`src/shared/pfp_pkg.sv`:
```
// ==========================================================
// shared constants of the parallel flash program port
package pfp_pkg;
    // widths
    localparam int BUS_W = 8;
    localparam int OFS_W = 5;
    localparam int PAGE_W = 7;
    localparam int FADDR_W = 12;
    localparam int PAGE_BYTES = 32;
    localparam int NSTB_W = 3;
    localparam int WCNT_W = 6;
    localparam int TMR_W = 17;

    // synchroniser lanes
    localparam int SYNC_W = 12;
    localparam int SY_BUS_LSB = 0;
    localparam int SY_STROBE = 8;
    localparam int SY_SEL_N = 9;
    localparam int SY_VPP = 10;
    localparam int SY_BROWNOUT = 11;
    localparam logic [SYNC_W-1:0] SYNC_RST = 12'h200;

    // command bytes
    localparam logic [BUS_W-1:0] CMD_PREAMBLE = 8'haa;
    localparam logic [BUS_W-1:0] CMD_ENABLE = 8'hac;
    localparam logic [BUS_W-1:0] CMD_CONFIRM = 8'h53;
    localparam logic [BUS_W-1:0] CMD_ERASE = 8'h8a;
    localparam logic [BUS_W-1:0] CMD_LOAD = 8'h51;
    localparam logic [BUS_W-1:0] CMD_WRITE = 8'h50;
    localparam logic [BUS_W-1:0] CMD_STATUS = 8'h60;
    localparam logic [BUS_W-1:0] CMD_READ_CODE = 8'h30;

    // state byte layout
    localparam int SB_BUSY_N = 0;
    localparam int SB_WRITE_INHIBIT_N = 1;
    localparam int SB_SUCCESS = 2;
    localparam int SB_LOAD = 3;
    localparam logic [BUS_W-1:0] SB_FIXED = 8'h60;
    localparam logic SUCCESS_RST = 1'b1;
    localparam logic LOAD_RST = 1'b1;

    // polling
    localparam logic [BUS_W-1:0] POLL_ERASE = 8'h7f;
    localparam logic [BUS_W-1:0] ERASED_BYTE = 8'hff;

    // sequencing
    localparam logic [NSTB_W-1:0] READ_STROBE = 3'h4;
    localparam logic [NSTB_W-1:0] NSTB_MAX = 3'h7;
    localparam logic [WCNT_W-1:0] WALK_LAST = 6'h20;

    // timing
    localparam int CLOCK_MHZ = 25;
    localparam int ERASE_TIME_US = 4000;
    localparam int WRITE_TIME_US = 2000;
    localparam int ERASE_CYCLES_DEF = ERASE_TIME_US * CLOCK_MHZ;
    localparam int WRITE_CYCLES_DEF = WRITE_TIME_US * CLOCK_MHZ;

    typedef enum logic [5:0]
    {
        ST_PRE = 6'h01,
        ST_CODE = 6'h02,
        ST_ARG1 = 6'h04,
        ST_ARG2 = 6'h08,
        ST_DATA = 6'h10,
        ST_SKIP = 6'h20
    } pfp_cmd_state_e;

    typedef enum logic [2:0]
    {
        P_IDLE = 3'h1,
        P_WALK = 3'h2,
        P_WAIT = 3'h4
    } pfp_prog_state_e;
endpackage

```
`src/core/pfp_top.sv`:
```
`timescale 1ns/1ns
`default_nettype none
// How it works
// - state bit 3 low on load, high on erase or write start
// - bit 2 low at cycle start, high if clean
// - bit 1 low in brownout, forces bit 0
// - bit 0 low while busy or inhibited
// - busy read returns last byte, msb inverted
// - erase polling returns 7f until done
// - poll reference is last byte loaded
// - bytes captured on strobe rising edge
// - select high resets interface, bus released
// - ready pin low while busy, any select
// - read data driven from fourth strobe fall
// - program enable first in each session
// - enable is preamble, enable, confirm bytes
// - erase is preamble plus erase code
// - erase array, user row by fuse, unlock
// - load fills buffer without programming
// - offset from low five bits, wraps
// - buffer kept until write done or session end
// - target page from address bits 11:5
// - write programs when select rises
// - state byte read with two zero bytes
module pfp_top
#(
    parameter int ERASE_CYCLES = pfp_pkg::ERASE_CYCLES_DEF,
    parameter int WRITE_CYCLES = pfp_pkg::WRITE_CYCLES_DEF
)
(
    // clock and reset
    input wire logic i_clock,
    input wire logic i_reset,
    // programming pins
    input wire logic [pfp_pkg::BUS_W-1:0] i_byte_bus,
    output logic [pfp_pkg::BUS_W-1:0] o_byte_bus,
    output logic o_byte_bus_oe,
    input wire logic i_byte_strobe,
    input wire logic i_iface_select_n,
    input wire logic i_vpp_session,
    output logic o_ready_busy,
    // analog and fuse inputs
    input wire logic i_brownout,
    input wire logic i_user_row_fuse_n,
    // flash array side
    output logic o_flash_we,
    output logic [pfp_pkg::FADDR_W-1:0] o_flash_waddr,
    output logic [pfp_pkg::BUS_W-1:0] o_flash_wdata,
    output logic [pfp_pkg::FADDR_W-1:0] o_flash_raddr,
    input wire logic [pfp_pkg::BUS_W-1:0] i_flash_rdata,
    output logic o_flash_erase,
    output logic o_erase_user_row,
    output logic o_lock_clear
);
    import pfp_pkg::*;

    // ======================================================
    // helpers
    function automatic logic is_prog_cmd(input logic [BUS_W-1:0] c);
        is_prog_cmd = (c == CMD_ERASE) || (c == CMD_LOAD) ||
                      (c == CMD_WRITE);
    endfunction

    function automatic logic is_known_cmd(input logic [BUS_W-1:0] c);
        is_known_cmd = is_prog_cmd(c) || (c == CMD_ENABLE) ||
                       (c == CMD_STATUS) || (c == CMD_READ_CODE);
    endfunction

    function automatic logic [PAGE_W-1:0] page_of(
        input logic [BUS_W-1:0] hi,
        input logic [BUS_W-1:0] lo);
        page_of = {hi[3:0], lo[7:5]};
    endfunction

    // ======================================================
    // pin synchronisation and edges
    logic [SYNC_W-1:0] sync;
    logic [BUS_W-1:0] bus_s;
    logic strobe_s;
    logic sel_n_s;
    logic vpp_s;
    logic bo_s;
    logic strobe_prev;
    logic sel_n_prev;
    logic strobe_rise;
    logic strobe_fall;
    logic sel_rise;
    logic take;

    pfp_sync u_sync
    (
        .i_clock(i_clock),
        .i_reset(i_reset),
        .i_async({i_brownout, i_vpp_session, i_iface_select_n,
                  i_byte_strobe, i_byte_bus}),
        .o_sync(sync)
    );

    // lanes out of the synchroniser
    assign bus_s = sync[SY_BUS_LSB +: BUS_W];
    assign strobe_s = sync[SY_STROBE];
    assign sel_n_s = sync[SY_SEL_N];
    assign vpp_s = sync[SY_VPP];
    assign bo_s = sync[SY_BROWNOUT];

    // previous levels for edge detection
    always_ff @(posedge i_clock)
    begin
        if (i_reset)
        begin
            strobe_prev <= 1'b0;
            sel_n_prev <= 1'b1;
        end
        else
        begin
            strobe_prev <= strobe_s;
            sel_n_prev <= sel_n_s;
        end
    end

    // edges; strobes only count inside a select-low frame
    assign strobe_rise = strobe_s && !strobe_prev;
    assign strobe_fall = !strobe_s && strobe_prev;
    assign sel_rise = sel_n_s && !sel_n_prev && vpp_s;
    assign take = strobe_rise && !sel_n_s && vpp_s;

    // ======================================================
    // command framing
    pfp_cmd_state_e state;
    pfp_prog_state_e pstate;
    logic [NSTB_W-1:0] nstrobe;
    logic [BUS_W-1:0] cmd;
    logic [BUS_W-1:0] addr_hi;
    logic [BUS_W-1:0] addr_lo;
    logic [OFS_W-1:0] offset;
    logic session;
    logic busy;
    logic code_ok;
    logic drive;

    assign busy = (pstate != P_IDLE);

    // gate commands on session and engine state
    assign code_ok = session ?
        (is_known_cmd(bus_s) && !(busy && is_prog_cmd(bus_s))) :
        (bus_s == CMD_ENABLE);

    // framing state machine, reset while select is high
    always_ff @(posedge i_clock)
    begin
        if (i_reset || !vpp_s || sel_n_s)
        begin
            state <= ST_PRE;
            nstrobe <= '0;
        end
        else if (strobe_rise)
        begin
            if (nstrobe != NSTB_MAX)
            begin
                nstrobe <= nstrobe + 3'h1;
            end
            unique case (state)
                ST_PRE:
                    state <= (bus_s == CMD_PREAMBLE) ? ST_CODE : ST_SKIP;
                ST_CODE:
                    state <= code_ok ? ST_ARG1 : ST_SKIP;
                ST_ARG1:
                    state <= (cmd == CMD_ENABLE || cmd == CMD_ERASE) ?
                             ST_SKIP : ST_ARG2;
                ST_ARG2:
                    state <= ST_DATA;
                ST_DATA:
                    state <= ST_DATA;
                ST_SKIP:
                    state <= ST_SKIP;
            endcase
        end
    end

    // command and address capture
    always_ff @(posedge i_clock)
    begin
        if (i_reset)
        begin
            cmd <= '0;
            addr_hi <= '0;
            addr_lo <= '0;
        end
        else if (take)
        begin
            if (state == ST_CODE)
            begin
                cmd <= bus_s;
            end
            if (state == ST_ARG1)
            begin
                addr_hi <= bus_s;
            end
            if (state == ST_ARG2)
            begin
                addr_lo <= bus_s;
            end
        end
    end

    // session opens on preamble, enable, confirm
    always_ff @(posedge i_clock)
    begin
        if (i_reset || !vpp_s)
        begin
            session <= 1'b0;
        end
        else if (take && state == ST_ARG1 && cmd == CMD_ENABLE &&
                 bus_s == CMD_CONFIRM)
        begin
            session <= 1'b1;
        end
    end

    // in-page offset: load at low address, step on strobe fall
    always_ff @(posedge i_clock)
    begin
        if (i_reset)
        begin
            offset <= '0;
        end
        else if (take && state == ST_ARG2)
        begin
            offset <= bus_s[OFS_W-1:0];
        end
        else if (strobe_fall && !sel_n_s && state == ST_DATA &&
                 nstrobe > READ_STROBE)
        begin
            offset <= offset + 5'h01;
        end
    end

    // ======================================================
    // page buffer
    logic buf_we;
    logic [PAGE_BYTES-1:0] loaded;
    logic [BUS_W-1:0] buf_rdata;
    logic [BUS_W-1:0] poll_ref;
    logic [WCNT_W-1:0] wcnt;
    logic [OFS_W-1:0] walk_ofs;
    logic cycle_start;
    logic cycle_done;
    logic erase_go;
    logic write_go;
    logic erase_mode;

    // data bytes of load and write go to the buffer only
    assign buf_we = take && state == ST_DATA &&
                    (cmd == CMD_LOAD || cmd == CMD_WRITE);
    assign walk_ofs = OFS_W'(wcnt - 6'h01);

    pfp_page_buf u_buf
    (
        .i_clock(i_clock),
        .i_we(buf_we),
        .i_waddr(offset),
        .i_wdata(bus_s),
        .i_raddr(wcnt[OFS_W-1:0]),
        .o_rdata(buf_rdata)
    );

    // loaded-byte mask, the new load wins over the clear
    always_ff @(posedge i_clock)
    begin
        if (i_reset || !vpp_s)
        begin
            loaded <= '0;
        end
        else
        begin
            loaded <= ((cycle_done && !erase_mode) ? '0 : loaded) |
                      (buf_we ? (32'h1 << offset) : '0);
        end
    end

    // polling reference is the last byte loaded
    always_ff @(posedge i_clock)
    begin
        if (i_reset)
        begin
            poll_ref <= ERASED_BYTE;
        end
        else if (buf_we)
        begin
            poll_ref <= bus_s;
        end
    end

    // ======================================================
    // programming engine
    logic [TMR_W-1:0] tmr;
    logic [PAGE_W-1:0] wpage;
    logic bo_hit;
    logic success;
    logic load_n;

    // cycles start when select rises after the command
    assign erase_go = sel_rise && session && state == ST_ARG1 &&
                      cmd == CMD_ERASE;
    assign write_go = sel_rise && session && state == ST_DATA &&
                      cmd == CMD_WRITE;
    assign cycle_start = (erase_go || write_go) && !busy;
    assign cycle_done = (pstate == P_WAIT) && (tmr == '0);

    // erase, page walk and timed wait
    always_ff @(posedge i_clock)
    begin
        if (i_reset || !vpp_s)
        begin
            pstate <= P_IDLE;
            tmr <= '0;
            wcnt <= '0;
            wpage <= '0;
            erase_mode <= 1'b0;
            o_flash_we <= 1'b0;
            o_flash_waddr <= '0;
            o_flash_wdata <= '0;
            o_flash_erase <= 1'b0;
            o_erase_user_row <= 1'b0;
            o_lock_clear <= 1'b0;
        end
        else
        begin
            o_flash_we <= 1'b0;
            o_flash_erase <= 1'b0;
            o_lock_clear <= 1'b0;
            unique case (pstate)
                P_IDLE:
                begin
                    if (cycle_start && erase_go)
                    begin
                        o_flash_erase <= !bo_s;
                        o_lock_clear <= !bo_s;
                        o_erase_user_row <= !i_user_row_fuse_n;
                        erase_mode <= 1'b1;
                        tmr <= TMR_W'(ERASE_CYCLES - 1);
                        pstate <= P_WAIT;
                    end
                    else if (cycle_start)
                    begin
                        erase_mode <= 1'b0;
                        wpage <= page_of(addr_hi, addr_lo);
                        wcnt <= '0;
                        pstate <= P_WALK;
                    end
                end
                P_WALK:
                begin
                    wcnt <= wcnt + 6'h01;
                    if (wcnt != '0 && loaded[walk_ofs] && !bo_s)
                    begin
                        o_flash_we <= 1'b1;
                        o_flash_waddr <= {wpage, walk_ofs};
                        o_flash_wdata <= buf_rdata;
                    end
                    if (wcnt == WALK_LAST)
                    begin
                        tmr <= TMR_W'(WRITE_CYCLES - 1);
                        pstate <= P_WAIT;
                    end
                end
                P_WAIT:
                begin
                    if (tmr == '0)
                    begin
                        pstate <= P_IDLE;
                    end
                    else
                    begin
                        tmr <= tmr - 17'h00001;
                    end
                end
            endcase
        end
    end

    // success and brownout tracking over a cycle
    always_ff @(posedge i_clock)
    begin
        if (i_reset)
        begin
            success <= SUCCESS_RST;
            bo_hit <= 1'b0;
        end
        else if (cycle_start)
        begin
            success <= 1'b0;
            bo_hit <= bo_s;
        end
        else if (busy)
        begin
            bo_hit <= bo_hit || bo_s;
            if (cycle_done)
            begin
                success <= !(bo_hit || bo_s);
            end
        end
    end

    // load flag: low on load command, high on next erase or write cycle start
    always_ff @(posedge i_clock)
    begin
        if (i_reset)
        begin
            load_n <= LOAD_RST;
        end
        else if (cycle_start)
        begin
            load_n <= 1'b1;
        end
        else if (take && state == ST_CODE && code_ok && bus_s == CMD_LOAD)
        begin
            load_n <= 1'b0;
        end
    end

    // ======================================================
    // read path and pins
    logic [BUS_W-1:0] state_byte;
    logic [BUS_W-1:0] poll_byte;

    // programming state byte
    always_comb
    begin
        state_byte = SB_FIXED;
        state_byte[SB_LOAD] = load_n;
        state_byte[SB_SUCCESS] = success;
        state_byte[SB_WRITE_INHIBIT_N] = !bo_s;
        state_byte[SB_BUSY_N] = !busy && !bo_s;
    end

    // polled value while a cycle runs
    assign poll_byte = erase_mode ? POLL_ERASE :
        {!poll_ref[BUS_W-1], poll_ref[BUS_W-2:0]};
    assign o_flash_raddr = {page_of(addr_hi, addr_lo), offset};

    // bus drive from fourth strobe fall until select rises
    always_ff @(posedge i_clock)
    begin
        if (i_reset || !vpp_s || sel_n_s)
        begin
            drive <= 1'b0;
        end
        else if (strobe_fall && state == ST_DATA &&
                 nstrobe == READ_STROBE &&
                 (cmd == CMD_STATUS || cmd == CMD_READ_CODE))
        begin
            drive <= 1'b1;
        end
    end

    // outgoing byte register
    always_ff @(posedge i_clock)
    begin
        if (i_reset)
        begin
            o_byte_bus <= '0;
        end
        else if (cmd == CMD_STATUS)
        begin
            o_byte_bus <= state_byte;
        end
        else
        begin
            o_byte_bus <= busy ? poll_byte : i_flash_rdata;
        end
    end

    assign o_byte_bus_oe = drive;
    assign o_ready_busy = !busy;
endmodule
`default_nettype wire

```
`src/core/pfp_sync.sv`:
```
`timescale 1ns/1ns
`default_nettype none
// ==========================================================
// two-stage synchroniser for all pin inputs
module pfp_sync
(
    // clock and reset
    input wire logic i_clock,
    input wire logic i_reset,
    // lanes
    input wire logic [pfp_pkg::SYNC_W-1:0] i_async,
    output logic [pfp_pkg::SYNC_W-1:0] o_sync
);
    import pfp_pkg::*;

    logic [SYNC_W-1:0] stage1;

    // first stage feeds only the second
    always_ff @(posedge i_clock)
    begin
        if (i_reset)
        begin
            stage1 <= SYNC_RST;
            o_sync <= SYNC_RST;
        end
        else
        begin
            stage1 <= i_async;
            o_sync <= stage1;
        end
    end
endmodule
`default_nettype wire

```
`src/core/pfp_page_buf.sv`:
```
`timescale 1ns/1ns
`default_nettype none
// ==========================================================
// 32-byte page buffer, registered read
module pfp_page_buf
(
    // clock
    input wire logic i_clock,
    // write port
    input wire logic i_we,
    input wire logic [pfp_pkg::OFS_W-1:0] i_waddr,
    input wire logic [pfp_pkg::BUS_W-1:0] i_wdata,
    // read port
    input wire logic [pfp_pkg::OFS_W-1:0] i_raddr,
    output logic [pfp_pkg::BUS_W-1:0] o_rdata
);
    import pfp_pkg::*;

    logic [BUS_W-1:0] mem [PAGE_BYTES];

    // store and read
    always_ff @(posedge i_clock)
    begin
        if (i_we)
        begin
            mem[i_waddr] <= i_wdata;
        end
        o_rdata <= mem[i_raddr];
    end
endmodule
`default_nettype wire

```
`config.mk`:
```
export PLATFORM = sky130hd
export DESIGN_NAME = pfp_top
export DESIGN_NICKNAME = d
export VERILOG_FILES = /design/src/shared/pfp_pkg.sv /design/src/core/pfp_top.sv /design/src/core/pfp_sync.sv /design/src/core/pfp_page_buf.sv
export SDC_FILE = /design/constraint.sdc
export NUM_CORES = 1
export LEC_CHECK = 0
export BUFFER_PORTS_ARGS = -buffer_cell sky130_fd_sc_hd__buf_2
export CELL_PAD_IN_SITES_DETAIL_PLACEMENT = 0
export CELL_PAD_IN_SITES_GLOBAL_PLACEMENT = 2
export CORE_MARGIN = 1.5
export CORE_UTILIZATION = 40
export DETAILED_ROUTE_END_ITERATION = 7
export PLACE_DENSITY_LB_ADDON = 0.1
export SETUP_SLACK_MARGIN = 0.02
export SYNTH_ARGS = -nofsm -noshare
export SYNTH_HDL_FRONTEND = slang
export SYNTH_HIERARCHICAL = 1
export SYNTH_SLANG_ARGS = --single-unit
```
`constraint.sdc`:
```
create_clock -name i_clock -period 2.71 [get_ports i_clock]
set_input_delay 0.4065 -clock i_clock [delete_from_list [all_inputs] [get_ports i_clock]]
set_output_delay 0.4065 -clock i_clock [all_outputs]
set_load 0.02 [all_outputs]
```
== Word level (Yosys, flattened, before mapping) ==
Memory sizes are Yosys's and may differ from the RTL's. A register that Yosys moved wholly into a read port is not among the register bits.
Cells that the tools add are included.
Word-level totals
  register bits after elaboration: 170
  latch bits: 0
  memory bits (writable): 256
  ROM bits: 0
  bits of input ports: 23
  output and inout port bits: 46
  word-level logic and storage cells: 195
  memories kept: 1
Memories
  u_buf.mem: words 32, width 8, read ports 1, clocked after Yosys merged registers in 1, write ports 1, RTL line pfp_page_buf.sv:19  | logic [BUS_W-1:0] mem [PAGE_BYTES];
Operators by class
  add/sub/neg operators: 5
  multipliers: 0
  divide/modulo/power cells: 0
  $lt $le $gt $ge: 2
  equality and inequality tests: 34
  shift-type cells: 1
  mux-type cells: 36
  bitwise logic cells: 4
  reductions and logical operators: 83
Operator list (count)
  $mux W32: 2
  $eq A8 B7 Y1 const B: 7
  $mux W17: 3
  $pmux W17 S3: 1
  $eq A8 B8 Y1 const B: 5
  $logic_and A1 B1 Y1: 35
  $or A32 B32 Y32: 1
  $shl A1 B5 Y32 const A: 1
  $mux W6: 5
  $pmux W6 S5: 1
  $logic_not A17 Y1: 1
  $sub A17 B1 Y17 const B: 1
  $eq A8 B6 Y1 const B: 2
  $mux W8: 2
  $reduce_and A2 Y1: 8
  $eq A6 B6 Y1 const B: 2
  $logic_not A1 Y1: 12
  $logic_or A1 B1 Y1: 12
  $mux W1: 12
  $mux W3: 4
  $pmux W6 S2: 1
  $reduce_and A3 Y1: 4
  $mux W5: 2
  $ne A2 B2 Y1 const B: 5
  25 further kinds: 36

== Longest topological paths before layout ==
  depth after elaboration: 11
  mapped depth: 13

== Hierarchy ==
The synthesis kept the hierarchy.
Modules (own cells, without submodules)
  pfp_page_buf: times used 1, cells an instance 417, area an instance 10053.4 um^2, sequential area each 7847.5 um^2
  pfp_top: times used 1, cells an instance 755, area an instance 6590.1 um^2, sequential area each 2822.7 um^2
  pfp_sync: times used 1, cells an instance 50, area an instance 650.6 um^2, sequential area each 480.5 um^2

== Least setup slack after synthesis ==
Ideal clock, no wire load.
  path kind: reg2reg
  from: register state[5]
  to: memory u_buf.mem[28][0] (enable)
  arrival time: 2499 ps
  path slack: -159 ps
  cell stages (with the launch flop): 9
  buffers on the path: 3
  clock period less this slack: 2869 ps
  cell sequence: dfxtp_1 > nor4_1 > nand4_1 > nor2_1 > buf_2 > buf_2 > or3b_2 > clkbuf_1 > nor2_1
Between the ends
  word-level cells in the longest chain between the ends: 5
Ends and longest elaborated chain
  from (decl): RTL line pfp_top.sv:129  | pfp_cmd_state_e state;
  from (signal assigned): RTL line pfp_top.sv:164  | state <= (bus_s == CMD_PREAMBLE) ? ST_CODE : ST_SKIP;
  from (signal assigned): RTL line pfp_top.sv:166  | state <= code_ok ? ST_ARG1 : ST_SKIP;
  from (signal assigned): RTL line pfp_top.sv:168  | state <= (cmd == CMD_ENABLE || cmd == CMD_ERASE) ?
  $eq A6 B5 Y1: RTL line pfp_top.sv:253  | assign buf_we = take && state == ST_DATA &&
  $logic_and A1 B1 Y1 (2 in a row): RTL line pfp_top.sv:253
  net buf_we: RTL line pfp_top.sv:240  | logic buf_we;
  $mux W1: RTL line pfp_page_buf.sv:24  | if (i_we)
  $mux W1 (implied by the code): RTL line pfp_page_buf.sv:26  | mem[i_waddr] <= i_wdata;
  to (decl): RTL line pfp_page_buf.sv:19
The timed path passes the listed nets, and every way through them passes these cells.

== Worst setup path in the final report ==
  from: register cmd[6]
  to: memory u_buf.mem[12][0] (enable)
Between the ends
  word-level cells in the longest chain between the ends: 5
Ends and longest elaborated chain
  from (decl): RTL line pfp_top.sv:132  | logic [BUS_W-1:0] cmd;
  from (signal assigned): RTL line pfp_top.sv:193  | cmd <= bus_s;
  $eq A8 B7 Y1: RTL line pfp_top.sv:254  | (cmd == CMD_LOAD || cmd == CMD_WRITE);
  $logic_or A1 B1 Y1 (*): RTL line pfp_top.sv:254
  $logic_and A1 B1 Y1 (*): RTL line pfp_top.sv:253
  $mux W1 (*): RTL line pfp_page_buf.sv:24
  $mux W1 (implied by the code) (*): RTL line pfp_page_buf.sv:26
Every way passes the cells marked *; elsewhere a longest branch is shown, timed or not.

==> flow_summary.toml <==
[run_status]
status = "finished clean"

[global_route]
grtUsageTotal = 0.200
pin_count_of_the_biggest_net_entering_global_routing = 68
number_of_global_route_vias_before_repair = 10600
grt.overflow.total = 0
antenna_violations_before_repair = 1
grt_pass1_wl_mm = 66.5

[die]
die_y_um = 211
rows = 75
die_width_um = 211
ports_placed_on_the_boundary = 69
design.die.area_sq_um = 44500
initial_core_util = 0.409
coreArea_sq_um = 42300

[worst_setup_path]
worst_ep_arrival_time_ns = 2.76
crit_type = "reg2reg"
critPathMaxFanout = 8
critical_path_required_ns = 2.94
category_of_the_worst_setup_path_capture_point = "register"
critical_path.startpoint_type = "register"

[timing]
slew_headroom = 0.456
timing.final.max_slew_violations = 0
max_clock_freq_mhz = 395
final.min_clock_period_ns = 2.53
min_period_over_period = 0.933
grt_setup_unrepaired = "no"
setup_tns_ns = 0
final-hold-violation-count = 0
tightest_slew_ns = 0.815
clock_tree_skew_after_final_layout_ns = 0.0110
setup_viol = 0

[yosys]
synth_top_flop_cell = "sky130_fd_sc_hd__edfxtp_1"
synth_seq_cells = 429
seq_area_frac_synth = 0.645
count_of_flip_flops_with_a_built_in_enable_after_synthesis = 256
synth.lib_cells_used.distinct = 70
cell_area_after_technology_mapping_sq_um = 17300
yosys.area.top_type = "sky130_fd_sc_hd__edfxtp_1"
yosys_warnings = 6
syn_area_per_cell_sq_um = 14.2
netlist_instances = 1222
ys_async_sr_fraction = 0
syn_nets = 1258
synth.top_cells.by_area = "sky130_fd_sc_hd__edfxtp_1, sky130_fd_sc_hd__dfxtp_1, sky130_fd_sc_hd__mux4_2, sky130_fd_sc_hd__nor2_1, sky130_fd_sc_hd__a21oi_1"
area_share_of_the_largest_cell_type_after_synthesis = 0.445

[clock_tree]
cts_tree = "yes"
cts_root_buffer = "sky130_fd_sc_hd__clkbuf_16"
clkSlewWorstSetupHoldPaths_ns = 0.06
numClockSinks = 429
clock_tree.htree_level_count = 2
cts_buffer_depth = 3
clock_insertion_delay_worst_skew_ns = 0.58
tritoncts.num_buffers = 46

[detailed_routing]
route.final.wire_length_mm = 43.4
routedWlPerCell_um = 21.8
route.detailed.drc = 0
number_of_nets_still_failing_antenna_checks_after_routing = 0
drt-pass1-iter-count = 5
per_cell_via_count_in_the_routed_design = 5.38
detail_route.iter0.violations = 874
routed-via-count = 10700

[placed_design]
placed_cells_incl_taps = 1898
post_dp_cell_area_sq_um = 19000
place.gp.congestion = 0.788
dp.final_hpwl_mm = 28.8
portBuffers = 68

[finish]
n_fill_cell = 3670
layout.cells.non_filler = 1991
area_growth_syn_to_layout_pct = 19.9
layout.cells.most_common_list = "sky130_fd_sc_hd__edfxtp_1, sky130_fd_sc_hd__dfxtp_1, sky130_fd_sc_hd__nor2_1, sky130_fd_sc_hd__buf_4, sky130_fd_sc_hd__mux4_2"
post-route-cell-area_sq_um = 20700
final_common_cell = "sky130_fd_sc_hd__edfxtp_1"
drive_gt1_frac = 0.271
antenna-diode-count = 0
final_nets = 1412

[power_and_ir_drop]
power_frac_seq = 0.497
power.switching_mw = 2.78
p_leak_nw = 7.55
power.total_mw = 13.9
netSwitchingFraction = 0.200
power_per_cell_area_nw_per_um2 = 671
power.internal_mw = 11.1
power.combinational.fraction = 0.012
clockPowerShare = 0.491
vdd.ir_drop.worst_mv = 0.426

[min_path]
hold_path_class = "in2reg"

[run]
drv_cap = 0
[power groups by stage]
stage / combinational (mW) / clock (mW) / sequential [mW]
final: 0.162 / 6.83 / 6.92
after global routing: 0.181 / 7.24 / 6.92
after global placement: 0.159 / 0 / 7.06
after detailed placement: 0.162 / 0 / 7.06
after floorplan: 0.0540 / 0 / 7.09
after CTS: 0.165 / 7.00 / 6.92
[state kept, by name (all words and copies together) (netlist names), 3 cells and up]
| register | cells |
|---|---|
| u_buf/mem | 256 |
| loaded | 32 |
| tmr | 17 |
| o_flash_waddr | 12 |
| u_sync/o_sync | 12 |
| u_sync/stage1 | 12 |
| cmd | 8 |
| o_byte_bus | 8 |
| o_flash_wdata | 8 |
| poll_ref | 8 |
| u_buf/o_rdata | 8 |
| wpage | 7 |
| state | 6 |
| wcnt | 6 |
| offset | 5 |
| addr_hi | 4 |
| addr_lo | 3 |
| nstrobe | 3 |
| pstate | 3 |
[cell type report]
type	instances	area, sq um	area share
multi-input combinational	708	5810	0.280
sequential	429	11200	0.538
inverter	12	45.0	0.00217
timing repair buffer	179	1320	0.0638
clock buffer	59	1300	0.0628
clock inverter	27	370	0.0179
tap	577	722	0.0348
[routing by layer]
metal | global-route usage | up-vias | wire [um]
met3 | 0.0296 | 51 | 2220
met2 | 0.298 | 291 | 19100
met4 | 0.0557 | 0 | 806
li1 | - | 4976 | -
met5 | 0 | - | 0
met1 | 0.305 | 5394 | 21200
[cell usage after synthesis (all sizes together), types with 4 or more instances]
master and n:
nor2 145, or4 5, a211o 9, or3 8
xnor2 5, mux2 10, nand4b 7, ha 13
nand4 18, nand2b 5, a21oi 61, o21ai 41
nor4b 4, nor3b 6, or2 6, a211oi 7
nand2 42, nor3 29, xor2 12, mux4 88
clkbuf 41, inv 12, o31ai 6, and2 8
and3 4, nand3b 7, buf 32, edfxtp 256
a22oi 28, nor2b 38, or3b 4, mux2i 22
dfxtp 173, nor4 12, nand3 32
[per-stage QoR]
stage	setup WS [ns]	hold slack, ns	utilization
finish	0.181	0.0404	0.490
global route	0.0256	0.0339	0.490
CTS	0.0431	0.00468	0.489
detailed placement	-0.114	0.395	0.448
global placement	-0.0234	0.387	0.448
floorplan	0.0435	0.383	-
[worst paths after layout]
check	from	end	slack [ns]	cells past startpoint
setup reg to reg	cmd[6]	u_buf/mem[12][0]	0.18	6
hold / removal	i_byte_bus[7]	u_sync/stage1[7]	0.04	2
setup / recovery	cmd[6]	u_buf/mem[12][0]	0.18	6
hold reg to reg	u_sync/stage1[9]	u_sync/o_sync[9]	0.41	1
[repair_timing]
action | CTS | global route
pin swaps | 2 | 2
hold endpoints to repair | 3 | 0
hold buffers | 3 | 0
setup endpoints to repair | 104 | 196
setup buffers | 2 | 2
gates resized for setup | 3 | 2
[worst max-delay path, stage by stage (launching register included)]
cell	delay, ns
sky130_fd_sc_hd__dfxtp_1	0.32
sky130_fd_sc_hd__nor4bb_1	0.38
sky130_fd_sc_hd__buf_4	0.18
sky130_fd_sc_hd__nand4_1	0.16
sky130_fd_sc_hd__nor2_1	0.22
sky130_fd_sc_hd__or3b_4	0.53
sky130_fd_sc_hd__nor2_4	0.39
[kinds of logic after synthesis]
group / synth area share
simple gates: 0.118
fa+ha+maj: 0.00941
xor+xnor: 0.00904
mux: 0.134
flops: 0.645
buf+inv: 0.0240
compound gates: 0.0607
No activity file was read; power rests on OpenSTA's default activity.
